==> src/hdl/ldtm_pkg.sv <==
package ldtm_pkg;

  // ---------------------------------------------------------------
  // Register map
  // ---------------------------------------------------------------
  localparam logic [7:0] LDTM_ENABLE_OFS = 8'h00;
  localparam logic [7:0] LDTM_REF_OFS = 8'h04;
  localparam logic [7:0] LDTM_AUX_OFS = 8'h08;
  localparam logic [7:0] LDTM_MAIN_OFS = 8'h0c;
  localparam logic [7:0] LDTM_STATUS_OFS = 8'h10;
  localparam logic [7:0] LDTM_IRQ_STATUS_OFS = 8'h14;
  localparam logic [7:0] LDTM_IRQ_MASK_OFS = 8'h18;

  // ---------------------------------------------------------------
  // Field positions
  // ---------------------------------------------------------------
  localparam int LDTM_EN_MAIN_BIT = 0;
  localparam int LDTM_EN_AUX_BIT = 1;
  localparam int LDTM_EN_TLOW_BIT = 2;
  localparam int LDTM_EN_THIGH_BIT = 3;
  localparam int LDTM_REF_SUB_LSB = 12;
  localparam int LDTM_AUX_PRESC_BIT = 12;
  localparam int LDTM_MAIN_SECOND_LSB = 12;
  localparam int LDTM_MAIN_THIRD_LSB = 20;
  localparam int LDTM_MAIN_PR_LSB = 24;
  localparam int LDTM_IRQ_GAINED_BIT = 0;
  localparam int LDTM_IRQ_LOST_BIT = 1;

  // ---------------------------------------------------------------
  // Reset values and ratio constants
  // ---------------------------------------------------------------
  localparam logic [3:0] LDTM_ENABLE_RST = 4'h0;
  localparam logic [1:0] LDTM_IRQ_RST = 2'h0;
  localparam logic [1:0] LDTM_PR_THREE_MOD = 2'h2;
  localparam logic [19:0] LDTM_MOD_LOW = 20'h00040;
  localparam logic [19:0] LDTM_MOD_MID = 20'h00041;
  localparam logic [19:0] LDTM_MOD_HIGH = 20'h00048;
  localparam logic [19:0] LDTM_AUX_PRESC_DIV = 20'h00004;

  typedef enum logic [1:0] {
    LDTM_SEL_LOCK,
    LDTM_SEL_REF,
    LDTM_SEL_AUX,
    LDTM_SEL_MAIN
  } ldtm_sel_type;

  typedef enum logic [1:0] {
    LDTM_PD_IDLE,
    LDTM_PD_WAIT_LOOP,
    LDTM_PD_WAIT_REF
  } ldtm_pd_state_type;

endpackage

==> src/hdl/ldtm_divider.sv <==
`timescale 1ns/1ps
module ldtm_divider import ldtm_pkg::*; #(
  parameter int W = 20
) (
  input wire logic pclk,
  input wire logic presetn,
  input wire logic enable,
  input wire logic step,
  input wire logic [W-1:0] ratio,
  output logic tc_q
);

  logic [W-1:0] count_q;
  logic [W-1:0] count_d;
  logic tc_d;

  // Ratio 0 or 1 passes every step
  always_comb begin
    count_d = count_q;
    tc_d = 1'b0;
    if (!enable) begin
      count_d = '0;
    end else if (step) begin
      if (ratio <= {{(W-1){1'b0}}, 1'b1} || count_q >= ratio - {{(W-1){1'b0}}, 1'b1}) begin
        count_d = '0;
        tc_d = 1'b1;
      end else begin
        count_d = count_q + {{(W-1){1'b0}}, 1'b1};
      end
    end
  end

  always_ff @(posedge pclk or negedge presetn) begin
    if (!presetn) begin
      count_q <= '0;
      tc_q <= 1'b0;
    end else begin
      count_q <= count_d;
      tc_q <= tc_d;
    end
  end

endmodule

==> src/hdl/ldtm_phase_lock.sv <==
`timescale 1ns/1ps
module ldtm_phase_lock import ldtm_pkg::*; (
  input wire logic pclk,
  input wire logic presetn,
  input wire logic ref_edge,
  input wire logic ref_pulse,
  input wire logic loop_pulse,
  output logic locked_q
);

  ldtm_pd_state_type state_q;
  ldtm_pd_state_type state_d;
  logic locked_d;

  // Lock when the second pulse arrives before one more reference input edge
  always_comb begin
    state_d = state_q;
    locked_d = locked_q;
    unique case (state_q)
      LDTM_PD_IDLE: begin
        if (ref_pulse && loop_pulse) begin
          locked_d = 1'b1;
        end else if (ref_pulse) begin
          state_d = LDTM_PD_WAIT_LOOP;
        end else if (loop_pulse) begin
          state_d = LDTM_PD_WAIT_REF;
        end
      end
      LDTM_PD_WAIT_LOOP, LDTM_PD_WAIT_REF: begin
        if ((state_q == LDTM_PD_WAIT_LOOP) ? loop_pulse : ref_pulse) begin
          locked_d = 1'b1;
          state_d = LDTM_PD_IDLE;
        end else if (ref_edge || ref_pulse || loop_pulse) begin
          locked_d = 1'b0;
          state_d = LDTM_PD_IDLE;
        end
      end
      default: state_d = LDTM_PD_IDLE;
    endcase
  end

  always_ff @(posedge pclk or negedge presetn) begin
    if (!presetn) begin
      state_q <= LDTM_PD_IDLE;
      locked_q <= 1'b0;
    end else begin
      state_q <= state_d;
      locked_q <= locked_d;
    end
  end

endmodule

==> src/hdl/ldtm_lock_detect_test_mux.sv <==
`timescale 1ns/1ps
//
// Contract
// - With both select bits low, lock output is high only while the aux and the main detector each report lock or have their counter disabled.
// - A detector reports lock when its phase error is under one reference input cycle.
// - A loop whose counter enable is zero counts as locked whatever its phase.
// - The two test select bits of the enable word pick the lock output source.
// - Both select bits low, or no enable word written yet, gives the combined lock.
// - Select low bit alone routes the reference divider then sub-counter output.
// - In reference test the output rests low and pulses high at terminal count.
// - Select high bit alone makes the output rest high and pulse low at aux terminal count.
// - Both select bits high make the output rest high and pulse low at main terminal count.
// - The main divider counts the XOR of the test input and the prescaler output.
// - In two-modulus mode the main ratio is (first + 2) * 64 + second * 65.
//
module ldtm_lock_detect_test_mux import ldtm_pkg::*; #(
  parameter int REF_W = 12,
  parameter int AUX_W = 12,
  parameter int FIRST_W = 12,
  parameter int SECOND_W = 8,
  parameter int THIRD_W = 4,
  parameter int RATIO_W = 20
) (
  input wire logic pclk,
  input wire logic presetn,
  input wire logic psel,
  input wire logic penable,
  input wire logic pwrite,
  input wire logic [7:0] paddr,
  input wire logic [31:0] pwdata,
  output logic [31:0] prdata,
  output logic pready,
  output logic pslverr,
  input wire logic ref_input,
  input wire logic aux_input,
  input wire logic rf_input,
  input wire logic test_input,
  output logic lock_out,
  output logic irq
);

  // ---------------------------------------------------------------
  // Register state
  // ---------------------------------------------------------------
  logic main_counter_enable_q, main_counter_enable_d;
  logic aux_counter_enable_q, aux_counter_enable_d;
  logic test_select_low_q, test_select_low_d;
  logic test_select_high_q, test_select_high_d;
  logic [REF_W-1:0] reference_ratio_divider_q, reference_ratio_divider_d;
  logic [2:0] reference_sub_counter_q, reference_sub_counter_d;
  logic [AUX_W-1:0] aux_ratio_divider_q, aux_ratio_divider_d;
  logic aux_prescale_select_q, aux_prescale_select_d;
  logic [FIRST_W-1:0] main_count_first_q, main_count_first_d;
  logic [SECOND_W-1:0] main_count_second_q, main_count_second_d;
  logic [THIRD_W-1:0] main_count_third_q, main_count_third_d;
  logic [1:0] prescaler_ratio_word_q, prescaler_ratio_word_d;
  logic [1:0] irq_status_q, irq_status_d;
  logic [1:0] irq_mask_q, irq_mask_d;
  logic [31:0] prdata_q, prdata_d;
  logic pready_q, pready_d;
  logic pslverr_q, pslverr_d;
  logic irq_q, irq_d;
  logic lock_out_q, lock_out_d;
  logic combined_lock_q, combined_lock_d;

  // ---------------------------------------------------------------
  // Input edge detection
  // ---------------------------------------------------------------
  logic ref_prev_q, aux_prev_q, main_in_prev_q;
  logic main_in;
  logic ref_edge, aux_edge, main_edge;

  assign main_in = test_input ^ rf_input;
  assign ref_edge = ref_input & ~ref_prev_q;
  assign aux_edge = aux_input & ~aux_prev_q;
  assign main_edge = main_in & ~main_in_prev_q;

  always_ff @(posedge pclk or negedge presetn) begin
    if (!presetn) begin
      ref_prev_q <= 1'b0;
      aux_prev_q <= 1'b0;
      // XOR idles high with the test pin parked, so no false edge after reset
      main_in_prev_q <= 1'b1;
    end else begin
      ref_prev_q <= ref_input;
      aux_prev_q <= aux_input;
      main_in_prev_q <= main_in;
    end
  end

  // ---------------------------------------------------------------
  // Division ratios
  // ---------------------------------------------------------------
  logic [RATIO_W-1:0] main_ratio;
  logic [RATIO_W-1:0] aux_ratio;
  logic [RATIO_W-1:0] ref_first_ratio;
  logic [3:0] ref_sub_ratio;

  always_comb begin
    main_ratio = RATIO_W'((RATIO_W'(main_count_first_q) + RATIO_W'(2)) * LDTM_MOD_LOW
      + RATIO_W'(main_count_second_q) * LDTM_MOD_MID);
    if (prescaler_ratio_word_q == LDTM_PR_THREE_MOD) begin
      main_ratio = RATIO_W'(main_ratio
        + (RATIO_W'(main_count_third_q) + RATIO_W'(1)) * LDTM_MOD_HIGH);
    end
    aux_ratio = aux_prescale_select_q ? RATIO_W'(aux_ratio_divider_q)
      : RATIO_W'(RATIO_W'(aux_ratio_divider_q) * LDTM_AUX_PRESC_DIV);
    ref_first_ratio = RATIO_W'(reference_ratio_divider_q);
    ref_sub_ratio = {1'b0, reference_sub_counter_q} + 4'h1;
  end

  // ---------------------------------------------------------------
  // Dividers
  // ---------------------------------------------------------------
  // Counters see only enables and ratios, never the test selection
  logic ref_first_tc, reference_divider_pulse;
  logic aux_divider_pulse, main_divider_pulse;

  ldtm_divider #(.W(RATIO_W)) u_ref_first (
    .pclk(pclk),
    .presetn(presetn),
    .enable(1'b1),
    .step(ref_edge),
    .ratio(ref_first_ratio),
    .tc_q(ref_first_tc)
  );

  ldtm_divider #(.W(4)) u_ref_sub (
    .pclk(pclk),
    .presetn(presetn),
    .enable(1'b1),
    .step(ref_first_tc),
    .ratio(ref_sub_ratio),
    .tc_q(reference_divider_pulse)
  );

  ldtm_divider #(.W(RATIO_W)) u_aux_div (
    .pclk(pclk),
    .presetn(presetn),
    .enable(aux_counter_enable_q),
    .step(aux_edge),
    .ratio(aux_ratio),
    .tc_q(aux_divider_pulse)
  );

  ldtm_divider #(.W(RATIO_W)) u_main_div (
    .pclk(pclk),
    .presetn(presetn),
    .enable(main_counter_enable_q),
    .step(main_edge),
    .ratio(main_ratio),
    .tc_q(main_divider_pulse)
  );

  // ---------------------------------------------------------------
  // Phase detectors
  // ---------------------------------------------------------------
  logic main_locked, aux_locked;

  ldtm_phase_lock u_main_pd (
    .pclk(pclk),
    .presetn(presetn),
    .ref_edge(ref_edge),
    .ref_pulse(reference_divider_pulse),
    .loop_pulse(main_divider_pulse),
    .locked_q(main_locked)
  );

  ldtm_phase_lock u_aux_pd (
    .pclk(pclk),
    .presetn(presetn),
    .ref_edge(ref_edge),
    .ref_pulse(reference_divider_pulse),
    .loop_pulse(aux_divider_pulse),
    .locked_q(aux_locked)
  );

  // ---------------------------------------------------------------
  // Lock output selection
  // ---------------------------------------------------------------
  ldtm_sel_type sel;

  always_comb begin
    sel = ldtm_sel_type'({test_select_high_q, test_select_low_q});
    combined_lock_d = (main_locked | ~main_counter_enable_q)
      & (aux_locked | ~aux_counter_enable_q);
    unique case (sel)
      LDTM_SEL_LOCK: lock_out_d = combined_lock_d;
      LDTM_SEL_REF: lock_out_d = reference_divider_pulse;
      LDTM_SEL_AUX: lock_out_d = ~aux_divider_pulse;
      LDTM_SEL_MAIN: lock_out_d = ~main_divider_pulse;
    endcase
  end

  // ---------------------------------------------------------------
  // Lock events and interrupt
  // ---------------------------------------------------------------
  logic gained_evt, lost_evt;
  logic [1:0] irq_set;
  logic [1:0] irq_clr;

  assign gained_evt = combined_lock_d & ~combined_lock_q;
  assign lost_evt = ~combined_lock_d & combined_lock_q;

  // ---------------------------------------------------------------
  // APB slave
  // ---------------------------------------------------------------
  // One wait state so read data always leave a flop
  logic apb_access, apb_commit, apb_wr;
  logic addr_ok;

  assign apb_access = psel & penable;
  assign apb_commit = apb_access & pready_q;
  assign apb_wr = apb_commit & pwrite & ~pslverr_q;

  always_comb begin
    unique case (paddr)
      LDTM_ENABLE_OFS, LDTM_REF_OFS, LDTM_AUX_OFS, LDTM_MAIN_OFS,
      LDTM_STATUS_OFS, LDTM_IRQ_STATUS_OFS, LDTM_IRQ_MASK_OFS: addr_ok = 1'b1;
      default: addr_ok = 1'b0;
    endcase
  end

  always_comb begin
    main_counter_enable_d = main_counter_enable_q;
    aux_counter_enable_d = aux_counter_enable_q;
    test_select_low_d = test_select_low_q;
    test_select_high_d = test_select_high_q;
    reference_ratio_divider_d = reference_ratio_divider_q;
    reference_sub_counter_d = reference_sub_counter_q;
    aux_ratio_divider_d = aux_ratio_divider_q;
    aux_prescale_select_d = aux_prescale_select_q;
    main_count_first_d = main_count_first_q;
    main_count_second_d = main_count_second_q;
    main_count_third_d = main_count_third_q;
    prescaler_ratio_word_d = prescaler_ratio_word_q;
    irq_mask_d = irq_mask_q;
    irq_clr = 2'h0;
    if (apb_wr) begin
      unique case (paddr)
        LDTM_ENABLE_OFS: begin
          main_counter_enable_d = pwdata[LDTM_EN_MAIN_BIT];
          aux_counter_enable_d = pwdata[LDTM_EN_AUX_BIT];
          test_select_low_d = pwdata[LDTM_EN_TLOW_BIT];
          test_select_high_d = pwdata[LDTM_EN_THIGH_BIT];
        end
        LDTM_REF_OFS: begin
          reference_ratio_divider_d = pwdata[REF_W-1:0];
          reference_sub_counter_d = pwdata[LDTM_REF_SUB_LSB +: 3];
        end
        LDTM_AUX_OFS: begin
          aux_ratio_divider_d = pwdata[AUX_W-1:0];
          aux_prescale_select_d = pwdata[LDTM_AUX_PRESC_BIT];
        end
        LDTM_MAIN_OFS: begin
          main_count_first_d = pwdata[FIRST_W-1:0];
          main_count_second_d = pwdata[LDTM_MAIN_SECOND_LSB +: SECOND_W];
          main_count_third_d = pwdata[LDTM_MAIN_THIRD_LSB +: THIRD_W];
          prescaler_ratio_word_d = pwdata[LDTM_MAIN_PR_LSB +: 2];
        end
        LDTM_IRQ_STATUS_OFS: irq_clr = pwdata[1:0];
        LDTM_IRQ_MASK_OFS: irq_mask_d = pwdata[1:0];
        default: irq_clr = 2'h0;
      endcase
    end
    irq_set = 2'h0;
    irq_set[LDTM_IRQ_GAINED_BIT] = gained_evt;
    irq_set[LDTM_IRQ_LOST_BIT] = lost_evt;
    // Set wins over a same-cycle clear
    irq_status_d = (irq_status_q & ~irq_clr) | irq_set;
    irq_d = |(irq_status_d & irq_mask_d);
  end

  always_comb begin
    pready_d = apb_access & ~pready_q;
    pslverr_d = apb_access & ~pready_q & ~addr_ok;
    prdata_d = prdata_q;
    if (apb_access && !pready_q) begin
      prdata_d = 32'h0;
      if (!pwrite) begin
        unique case (paddr)
          LDTM_ENABLE_OFS: prdata_d[3:0] = {test_select_high_q, test_select_low_q,
            aux_counter_enable_q, main_counter_enable_q};
          LDTM_REF_OFS: prdata_d[14:0] = {reference_sub_counter_q, reference_ratio_divider_q};
          LDTM_AUX_OFS: prdata_d[12:0] = {aux_prescale_select_q, aux_ratio_divider_q};
          LDTM_MAIN_OFS: prdata_d[25:0] = {prescaler_ratio_word_q, main_count_third_q,
            main_count_second_q, main_count_first_q};
          LDTM_STATUS_OFS: prdata_d[3:0] = {lock_out_q, aux_locked, main_locked,
            combined_lock_q};
          LDTM_IRQ_STATUS_OFS: prdata_d[1:0] = irq_status_q;
          LDTM_IRQ_MASK_OFS: prdata_d[1:0] = irq_mask_q;
          default: prdata_d = 32'h0;
        endcase
      end
    end
  end

  always_ff @(posedge pclk or negedge presetn) begin
    if (!presetn) begin
      {test_select_high_q, test_select_low_q, aux_counter_enable_q,
        main_counter_enable_q} <= LDTM_ENABLE_RST;
      reference_ratio_divider_q <= '0;
      reference_sub_counter_q <= '0;
      aux_ratio_divider_q <= '0;
      aux_prescale_select_q <= 1'b0;
      main_count_first_q <= '0;
      main_count_second_q <= '0;
      main_count_third_q <= '0;
      prescaler_ratio_word_q <= '0;
      irq_status_q <= LDTM_IRQ_RST;
      irq_mask_q <= LDTM_IRQ_RST;
      prdata_q <= 32'h0;
      pready_q <= 1'b0;
      pslverr_q <= 1'b0;
      irq_q <= 1'b0;
      lock_out_q <= 1'b1;
      combined_lock_q <= 1'b1;
    end else begin
      main_counter_enable_q <= main_counter_enable_d;
      aux_counter_enable_q <= aux_counter_enable_d;
      test_select_low_q <= test_select_low_d;
      test_select_high_q <= test_select_high_d;
      reference_ratio_divider_q <= reference_ratio_divider_d;
      reference_sub_counter_q <= reference_sub_counter_d;
      aux_ratio_divider_q <= aux_ratio_divider_d;
      aux_prescale_select_q <= aux_prescale_select_d;
      main_count_first_q <= main_count_first_d;
      main_count_second_q <= main_count_second_d;
      main_count_third_q <= main_count_third_d;
      prescaler_ratio_word_q <= prescaler_ratio_word_d;
      irq_status_q <= irq_status_d;
      irq_mask_q <= irq_mask_d;
      prdata_q <= prdata_d;
      pready_q <= pready_d;
      pslverr_q <= pslverr_d;
      irq_q <= irq_d;
      lock_out_q <= lock_out_d;
      combined_lock_q <= combined_lock_d;
    end
  end

  assign prdata = prdata_q;
  assign pready = pready_q;
  assign pslverr = pslverr_q;
  assign irq = irq_q;
  assign lock_out = lock_out_q;

endmodule

==> config.mk <==
export PLATFORM = sky130hd
export DESIGN_NAME = ldtm_lock_detect_test_mux
export DESIGN_NICKNAME = d
export VERILOG_FILES = /design/src/hdl/ldtm_pkg.sv /design/src/hdl/ldtm_divider.sv /design/src/hdl/ldtm_phase_lock.sv /design/src/hdl/ldtm_lock_detect_test_mux.sv
export SDC_FILE = /design/constraint.sdc
export NUM_CORES = 1
export LEC_CHECK = 0
export BUFFER_PORTS_ARGS = -buffer_cell sky130_fd_sc_hd__buf_2
export CAP_MARGIN = 20
export CORE_AREA = 2 2 180 182
export CTS_CLUSTER_DIAMETER = 200
export DETAILED_ROUTE_END_ITERATION = 12
export DIE_AREA = 0 0 182 184
export SYNTH_ARGS = -nofsm -noshare
export SYNTH_HDL_FRONTEND = slang
export SYNTH_SLANG_ARGS = --single-unit
==> constraint.sdc <==
create_clock -name pclk -period 6 [get_ports pclk]
set_input_delay 1.2 -clock pclk [delete_from_list [all_inputs] [get_ports pclk]]
set_output_delay 1.2 -clock pclk [all_outputs]
set_load 0.005 [all_outputs]
# Word level (Yosys, flattened, before mapping)
# Index checks and enable logic that the tools add are counted.
# Widths: inputs -> output; s select.
[classes]
n_eq_ne = 24
add_sub_neg = 13
n_bitwise = 31
n_mux = 54
reduce_logical = 29
multipliers = 2
magnitude_cmp = 8
[ops]
columns = ["op", "count"]
rows = [
  ["$mux 20", 8],
  ["$add 20x1->20 const B", 3],
  ["$ge 20x20->1", 3],
  ["$mux 2", 14],
  ["$pmux 9 s3", 1],
  ["$mux 26", 1],
  ["$eq 8x5->1 const B", 3],
  ["$add 19x15->20", 1],
  ["$add 20x12->20", 1],
  ["$le 20x1->1 const B", 1],
  ["$sub 20x1->20 const B", 1],
  ["$mux 1", 19],
  ["$eq 8x4->1 const B", 2],
  ["$mul 8x7->15 const B", 1],
  ["$sub 14x1->15 const B", 1],
  ["$le 14x1->1 const B", 1],
  ["$mux 14", 1],
  ["$pmux 2 s7", 1],
  ["$add 12x2->13 const B", 1],
  ["$sub 12x1->13 const B", 1],
  ["$and 1x1->1", 12],
  ["$le 12x1->1 const B", 1],
  ["$not 1->1", 12],
  ["$pmux 2 s2", 3],
  ["34 further kinds", 68],
]
[word_totals]
ff_bits = 176
output_inout_bits = 36

# Longest topological paths before layout
# Gate-level depths: netlist of run 1.
[depth]
word_depth = 10
mapped_depth = 30
mapped_depth_nobuf = 29

# Hierarchy
# Synthesis of run 1 repeated with hierarchy kept, for this count alone.
[hier_totals]
cells_unflattened = 1394
hier_area_um2 = 12926.1
[modules_own_cells]
columns = ["module", "n_inst", "area_per_inst_um2", "seq_area_each_um2", "cells_each"]
rows = [
  ["ldtm_lock_detect_test_mux", 1, 5903.2, 2406.1, 541],
  ["ldtm_divider at u_aux_div ...", 2, 2092.0, 525.5, 257],
  ["ldtm_divider at u_main_div", 1, 2042.0, 525.5, 258],
  ["ldtm_phase_lock", 2, 205.2, 75.1, 21],
  ["ldtm_divider at u_ref_sub", 1, 386.6, 125.1, 39],
]

# Worst setup path after synthesis of run 1
# Ideal clock, no wire load.
[synth_timing]
path_kind = "register -> register"
start = "register main_count_first_q[1]"
end = "register u_main_div.count_q[17]"
arrival_ns = 5.954
setup_slack_ns = -0.019
n_path_buf = 2
stages_incl_launch_ff = 27
path_cell_list = "dfrtp_1 > ha_1 > ha_1 > fa_1 > ha_1 > fa_1 > xor2_1 > ha_1 > clkbuf_1 > and2_1 > and2_1 > mux2_2 > o31ai_1 > nor4b_1 > nand2_1 > nor2_1 > xnor2_1 > ha_1 > a21o_1 > a21o_1 > a21oi_1 > o21ai_0 > inv_1 > o31ai_1 > buf_2 > a2111oi_0 > a21o_1"
[synth_via]
elab_chain_len = 10
elab_cells_between_ends = 11
[synth_rtl]
columns = ["element", "line_no", "source"]
rows = [
  ["start: declaration", "ldtm_lock_detect_test_mux.sv:53", "logic [FIRST_W-1:0] main_count_first_q, main_count_first_d;"],
  ["start signal: assignment", "ldtm_lock_detect_test_mux.sv:327", "main_count_first_q <= main_count_first_d;"],
  ["$add 12x2->13 (*)", "ldtm_lock_detect_test_mux.sv:100", "main_ratio = RATIO_W'((RATIO_W'(main_count_first_q) + RATIO_W'(2)) * LDTM_MOD_LOW"],
  ["$add 19x15->20 (*)", "ldtm_lock_detect_test_mux.sv:101", "+ RATIO_W'(main_count_second_q) * LDTM_MOD_MID);"],
  ["$add 20x12->20", "ldtm_lock_detect_test_mux.sv:104", "+ (RATIO_W'(main_count_third_q) + RATIO_W'(1)) * LDTM_MOD_HIGH);"],
  ["$mux 20 (*)", "ldtm_lock_detect_test_mux.sv:102", "if (prescaler_ratio_word_q == LDTM_PR_THREE_MOD) begin"],
  ["$sub 20x1->20", "ldtm_divider.sv:24", "if (ratio <= {{(W-1){1'b0}}, 1'b1} || count_q >= ratio - {{(W-1){1'b0}}, 1'b1}) begin"],
  ["$ge 20x20->1", "ldtm_divider.sv:24", ""],
  ["$logic_or 1x1->1 (*)", "ldtm_divider.sv:24", ""],
  ["$mux 20 (*)", "ldtm_divider.sv:24", ""],
  ["$mux 20 (*)", "ldtm_divider.sv:23", "end else if (step) begin"],
  ["$mux 20 (*)", "ldtm_divider.sv:21", "if (!enable) begin"],
  ["end signal: assignment", "ldtm_divider.sv:38", "count_q <= count_d;"],
  ["end: declaration", "ldtm_divider.sv:13", "logic [W-1:0] count_q;"],
]
# Mark *: on every way between the ends. The rest lies on a longest branch, timed or not. The select of a mux whose other input is x is not followed.
# A chain may end at the register's enable or synchronous reset.

# Worst setup path in the final report of run 1
[layout_timing]
start = "register main_count_first_q[1]"
end = "register u_main_div.count_q[7]"
# Same word-level chain as after synthesis.

==> impl_metrics.json, run 1 <==
{
  "status": "finished with violations",
  "setup-tns-final_ps": -187,
  "violations": "setup timing",
  "tritoncts": "built",
  "syn_area_mm2": 0.0125,
  "clock_latency_ps": 450,
  "port_buffers": 72,
  "finalCritPeriodShare": 1.01,
  "dr.pass1.iters": 5,
  "crit_path_end_kind": "flop",
  "nFillCells": 2946,
  "synth_xor_area_frac": 0.0504,
  "synth_top_cell_area_share": 0.334,
  "maxSlewViolCount": 0,
  "hold_viol_final": 0,
  "min_path_type": "flop to flop",
  "drive_above_1_share": 0.237,
  "cts-root-buf": "clkbuf_16",
  "worstPathRequired_ps": 6330,
  "grt_first_pass_wirelength_um": 53900,
  "skew_ps": 14.2,
  "setup_ws_ps": -57.3,
  "dr_wl_met3_um": 1230,
  "grt_pass1_vias": 10200,
  "place_ws_ps": -353,
  "grt_antenna_before_repair": 1,
  "path_max_fanout": 4,
  "seq_area_frac_synth": 0.340,
  "vdd_drop_max_mv": 0.174,
  "cpMaxStageDelayCell": "fa_2",
  "die_width_um": 182,
  "io_pins": 85,
  "dp_cells": 1854,
  "via_per_inst": 5.60,
  "rsz0062_at_grt": "true",
  "grt_overflow": 0,
  "hold_ws_ps": 484,
  "syn_inst": 1350,
  "stdcell_area_mm2": 0.0150,
  "coreArea_mm2": 0.0314,
  "clk_pin_slew_worst_paths_ps": 80,
  "arrival_ps": 6380,
  "post_drt_wl_per_cell_um": 17.8,
  "dpl_cell_area_mm2": 0.0138,
  "crit_chain": "buf_6 -> ha_4 -> ha_4 -> fa_2 -> ha_4 -> fa_2 -> ha_4 -> buf_6 -> a21o_1 -> a211oi_2 -> a2111o_1 -> nor4_2 -> or4b_4 -> a21o_1 -> xor2_2 -> ha_1 -> nand4_1 -> o31ai_4 -> nor3_1 -> buf_4 -> a221o_1",
  "crit_type": "flop to flop",
  "cts.sinks": 170,
  "ant_nets": 0,
  "slowest_delay_ps": 550,
  "post_synth_fa_ha_maj_area_fraction": 0.127,
  "dieArea_mm2": 0.0335,
  "synth.area.top_cells": "dfrtp_1 33%, ha_1 12%, mux2_2 5.9%, nand2_1 3.9%, o21ai_0 3.2%",
  "syn2layout_area_growth_pct": 20.0,
  "gp_congestion": 0.850,
  "wl_met2_um": 16900,
  "ys_seq_elements": 170,
  "numCtsBuffers": 17,
  "synth-compound-area-share": 0.187,
  "synthSimpleGateAreaFrac": 0.177,
  "instances_no_fill": 1898,
  "dp_hpwl_um": 24700,
  "worstMarginPinSlew_ps": 1410,
  "synth_edf_count": 0,
  "layout.nets": 1655,
  "syn_avg_cell_area_um2": 9.26,
  "crit_path_start_kind": "flop",
  "cpMostUsedCell": "ha_4",
  "met1_length_um": 15000,
  "drv_cap": 0,
  "grt_max_degree": 92,
  "synth.distinct_cells": 73,
  "yosysWarnings": 0,
  "synth_top_family_by_area": "compound AO/OA/AOI/OAI gates",
  "vias": 10600,
  "synthFlopType": "dfrtp_1",
  "grt_usage": 0.202,
  "initial_core_util": 0.398,
  "cp_top_family": "adder cells",
  "power_leakage_nw": 7.15,
  "htreeDepth": 4,
  "drt_iter0_markers": 623,
  "top_layer": "met4",
  "clock_path_buffers": 2,
  "rows": 65,
  "slew_headroom": 0.0585,
  "fin_crit_ps": 6060,
  "drcViolationCount": 0,
  "routed_wl_um": 33800,
  "synth_top_cell_by_area": "dfrtp_1",
  "async_reset_ff_frac": 1.00,
  "synth_mux_area_frac": 0.0775,
  "die-height_um": 184,
  "fmax_ghz": 0.165,
  "hold_buffers": 0,
  "setup_viol_count_final": 5,
  "power_density_mw_per_mm2": 167,
  "r2r_slack_ps": -60,
  "critical_path_buf_inv_count": 3
}
flip-flops by register name, indices dropped and copies added (netlist names), 8 cells and up:
signal	count
reference_ratio_divider_q	12
aux_ratio_divider_q	12
u_main_div.count_q	20
prdata	26
main_count_first_q	12
main_count_second_q	8
u_ref_first.count_q	20
u_aux_div.count_q	20
routing by layer:
metal,vias up,global-route usage
li1,5200,-
met1,5194,0.264
met2,192,0.346
met4,0,0.0594
met3,48,0.0315
met5,-,0
cell usage after synthesis, types with 19 or more instances:
cell type / number
a21o_1: 47
nand3_1: 41
a31oi_1: 19
nor2_1: 68
ha_1: 119
mux2_2: 65
xor2_1: 35
o21ai_0: 80
nor3_1: 22
nand2_1: 130
a21oi_1: 70
and3_1: 22
dfrtp_1: 167
a22o_1: 19
xnor2_1: 37
nand2b_1: 34
clkbuf_1: 42
inv_1: 56
cells in the final DEF (no fill, tap or decap), drive strengths merged, types with 7 or more instances in the layout:
master,n
nand3,41
and3,22
o21ai,80
a21o,47
and2,11
a2111o,7
a211oi,11
nand4,16
a21oi,70
o211ai,11
clkinv,7
nor4,14
nor2b,15
ha,119
nor3,23
nand2,130
or3,15
xnor2,37
a22oi,11
xor2,35
a22o,19
dfrtp,167
a31oi,19
inv,62
a2111oi,13
buf,170
or2,12
mux2i,17
clkbuf,18
nand2b,34
nor4b,7
mux2,65
nor2,68
area by class of cell:
type	instances	area [um^2]	area share
inverters	56	210	0.0140
clock buffers	18	429	0.0286
clock inverters	14	156	0.0104
flip-flops and latches	170	4260	0.284
repair buffers	170	1130	0.0754
well taps	402	503	0.0335
diodes	1	2.50	0.000167
multi-input cells	1067	8320	0.554
power by group:
group | switching (W) | internal [W]
registers | 0.0000194 | 0.00116
clock network | 0.000568 | 0.000559
logic | 0.000118 | 0.0000812
final timing paths:
path,cells after the start,end,from
max,21,u_main_div.count_q[7]$_DFFE_PN0P_,main_count_first_q[1]$_DFFE_PN0P_
max in group asynchronous,2,main_count_first_q[1]$_DFFE_PN0P_,presetn
min,2,prdata[4]$_DFFE_PN0P_,prdata[4]$_DFFE_PN0P_
max reg2reg,21,u_main_div.count_q[7]$_DFFE_PN0P_,main_count_first_q[1]$_DFFE_PN0P_
min in group asynchronous,1,u_main_div.count_q[13]$_DFFE_PN0P_,presetn
min reg2reg,2,prdata[4]$_DFFE_PN0P_,prdata[4]$_DFFE_PN0P_
tightest hold or removal path, delay by kind of cell, from the launching register on:
kind | cells | cell delay [ps]
flops | 1 | 350
simple gates | 1 | 50
compound gates | 1 | 60
cells by family after synthesis:
logic type / Yosys count
XOR/XNOR: 72
other: 1
adder cells (fa/ha/maj): 124
buffers and inverters: 118
AO/OA/AOI/OAI: 346
multiplexers: 85
AND/OR/NAND/NOR: 434
flip-flops: 170
per-stage QoR:
step	util	power [W]
2_1_floorplan	-	0.00132
3_3_place_gp	0.439	0.00140
3_5_place_dp	0.439	0.00140
4_1_cts	0.464	0.00253
5_1_grt	0.478	0.00260
6_report	0.478	0.00251
timing repair:
item / 4_1_cts / 5_1_grt
endpoints found under the setup margin: 21 / 21
pin swaps: 7 / 61
buffers inserted: 0 / 11
gates resized for setup: 45 / 59
No activity file was read; power rests on OpenSTA's default activity.
==> run 2: changes to the inputs <==
ABC_AREA = 1   (was not set)
CORE_AREA = 2 2 183 185   (was 2 2 180 182)
DIE_AREA = 0 0 185 187   (was 0 0 182 184)
==> run 2 against run 1 <==
The flow now finishes without violations. Total power is 0.60% higher. Sequential power barely moved. Die area up 3.3%. Largest cell class unchanged.
==> impl_metrics.json, run 2 <==
{
  "syn_area_mm2": 0.0128,
  "clock_latency_ps": 450,
  "met1_length_um": 15700,
  "dpl_cell_area_mm2": 0.0137,
  "yosysWarnings": 0,
  "seq_area_mm2": 0.00426,
  "dp_hpwl_um": 25200,
  "synth_most_common_cell": "nand2_1",
  "die_width_um": 185,
  "gp_congestion": 0.880,
  "maxSlewViolCount": 0,
  "synth.distinct_cells": 53,
  "nFillCells": 3353,
  "power_density_mw_per_mm2": 174,
  "syn_inst": 1699,
  "hold_buffers": 0,
  "initial_core_util": 0.390,
  "tritoncts": "built",
  "skew_ps": 13.6,
  "antenna_cells": 0,
  "instances_no_fill": 2238,
  "wl_met2_um": 16000,
  "multi_input_area_mm2": 0.00763,
  "critical_path_buf_inv_count": 4,
  "rows": 67,
  "clock_path_buffers": 2,
  "grt_pass1_vias": 10800,
  "stdcell_area_mm2": 0.0145,
  "finalCritPeriodShare": 0.937,
  "crit_path_end_kind": "flop",
  "clk_pin_slew_worst_paths_ps": 80,
  "top_layer": "met4",
  "via_per_inst": 5.07,
  "slew_headroom": 0.344,
  "crit_type": "flop to flop",
  "min_path_type": "flop to flop",
  "synth_top_cell_area_share": 0.326,
  "vdd_drop_max_mv": 0.198,
  "power_leakage_nw": 7.15,
  "syn2layout_area_growth_pct": 13.5,
  "grt_first_pass_wirelength_um": 54500,
  "htreeDepth": 4,
  "ant_nets": 0,
  "status": "complete, no violations",
  "slowest_delay_ps": 490,
  "path_max_fanout": 6,
  "seq_area_frac_synth": 0.332,
  "drive_above_1_share": 0.135,
  "grt_usage": 0.197,
  "cp_top_family": "adder cells",
  "pwr-share-seq": 0.470,
  "io_pins": 85,
  "p_comb_frac": 0.078,
  "grt_overflow": 0,
  "die-height_um": 187,
  "crit_path_start_kind": "flop",
  "dr.pass1.iters": 5,
  "intPower_w": 0.00183,
  "grt_max_degree": 163,
  "arrival_ps": 6000,
  "port_buffers": 72,
  "fmax_ghz": 0.178,
  "synth_edf_count": 0,
  "syn_avg_cell_area_um2": 7.55,
  "cts-root-buf": "clkbuf_16",
  "drcViolationCount": 0,
  "synth.area.top_cells": "dfrtp_1 33%, ha_1 12%, nand2_1 11%, inv_1 7.0%, xor2_1 4.5%",
  "drv_cap": 0,
  "final_common_cell": "nand2_1",
  "synthFlopType": "dfrtp_1",
  "dr_wl_met3_um": 1040,
  "worstPathRequired_ps": 6380,
  "numCtsBuffers": 17,
  "drt_iter0_markers": 765,
  "synth.cells.most_frequent": "388 x nand2_1, 238 x inv_1, 167 x dfrtp_1",
  "cpMaxStageDelayCell": "fa_2",
  "synth_top_cell_by_area": "dfrtp_1",
  "fin_crit_ps": 5620,
  "rsz0062_at_grt": "false",
  "hold_ws_ps": 489,
  "hold_viol_final": 0,
  "largest_register_ff_count": 26,
  "cts.sinks": 170,
  "dp_cells": 2196,
  "grt_antenna_before_repair": 0,
  "vias": 11300,
  "routed_wl_um": 33300,
  "p_sw_frac": 0.275,
  "p_switching_w": 0.000694,
  "power_w": 0.00253,
  "worstMarginPinSlew_ps": 984,
  "pwr-share-clk": 0.452,
  "cpMostUsedCell": "nand2_1",
  "dieArea_mm2": 0.0346,
  "coreArea_mm2": 0.0329,
  "post_drt_wl_per_cell_um": 14.9,
  "final_cell_mix": "384 x nand2_1, 233 x inv_1, 165 x dfrtp_1, 139 x nor2_1, 111 x ha_1",
  "async_reset_ff_frac": 1.00,
  "ys_seq_elements": 170,
  "layout.nets": 1950,
  "setup_viol_count_final": 0
}
==> run 2: cell types whose count changed after synthesis, moves of 31 or more <==
cell | previous run | this run
nor2_1 | 68 | 145
nand3_1 | 41 | 91
a21o_1 | 47 | 0
inv_1 | 56 | 238
mux2_2 | 65 | 6
nand2b_1 | 34 | 0
nand2_1 | 130 | 388
xor2_1 | 35 | 66
==> run 2: final cells by class <==
cell class,count,area share
timing repair buffer,91,0.0394
clock buffer,17,0.0292
tap,448,0.0385
multi-input combinational,1249,0.524
sequential,170,0.293
clock inverter,15,0.0118
inverter,248,0.0640
==> run 2: timing repair <==
item                                    in CTS  in global routing
setup buffers                                0                  7
gates cloned                                 0                  3
endpoints found under the setup margin      21                 21
gates resized for setup                      1                 41
pin swaps                                    0                 19
==> run 2: path summary, 6_finish.rpt <==
| kind | start | to | slack (ps) | cells after the start |
|---|---|---|---|---|
| worst min register to register | prdata[5]$_DFFE_PN0P_ | prdata[5]$_DFFE_PN0P_ | 490 | 2 |
| min in group asynchronous | presetn | u_main_div.count_q[12]$_DFFE_PN0P_ | 550 | 1 |
| worst max register to register | main_count_first_q[1]$_DFFE_PN0P_ | u_main_div.count_q[10]$_DFFE_PN0P_ | 380 | 33 |
| worst max-delay path | main_count_first_q[1]$_DFFE_PN0P_ | u_main_div.count_q[10]$_DFFE_PN0P_ | 380 | 33 |
| worst min-delay path | prdata[5]$_DFFE_PN0P_ | prdata[5]$_DFFE_PN0P_ | 490 | 2 |
| max in group asynchronous | presetn | main_count_first_q[2]$_DFFE_PN0P_ | 4280 | 2 |
==> run 2: logic make-up after synthesis <==
group | share of synthesized area
and+or+nand+nor | 0.282
xor gates and xnor gates | 0.0574
adders and majority gates | 0.124
buffers and inverters | 0.0890
DFF | 0.332
AOI/OAI and AO/OA | 0.110
other | 0.000292
muxes | 0.00527
==> run 2: layer usage <==
metal,global-route usage,up-vias
met5,0,-
met4,0.0537,0
met3,0.0280,40
met2,0.326,193
met1,0.267,5373
li1,-,5732
==> run 2: power by group through the flow <==
stage / Clock (W) / Combinational [W] / Sequential, W
after detailed placement: 0 / 0.000197 / 0.00121
after CTS: 0.00117 / 0.000199 / 0.00119
after global routing: 0.00121 / 0.000232 / 0.00119
after floorplan: 0 / 0.000121 / 0.00120
final: 0.00114 / 0.000198 / 0.00119
after global placement: 0 / 0.000192 / 0.00121
==> run 2: stage by stage <==
step,util,setup TNS (ps),setup WS [ps]
2_1_floorplan,-,0,647
4_1_cts,0.434,0,33.1
3_3_place_gp,0.415,0,58.4
6_report,0.443,0,377
3_5_place_dp,0.415,-880,-54.8
5_1_grt,0.443,0,20.5
==> run 2: tightest hold or removal path, delay by kind of cell, from the launching register on <==
family / cells / cell delay, ps
and+or+nand+nor: 1 / 50
AOI/OAI and AO/OA: 1 / 60
DFF: 1 / 340
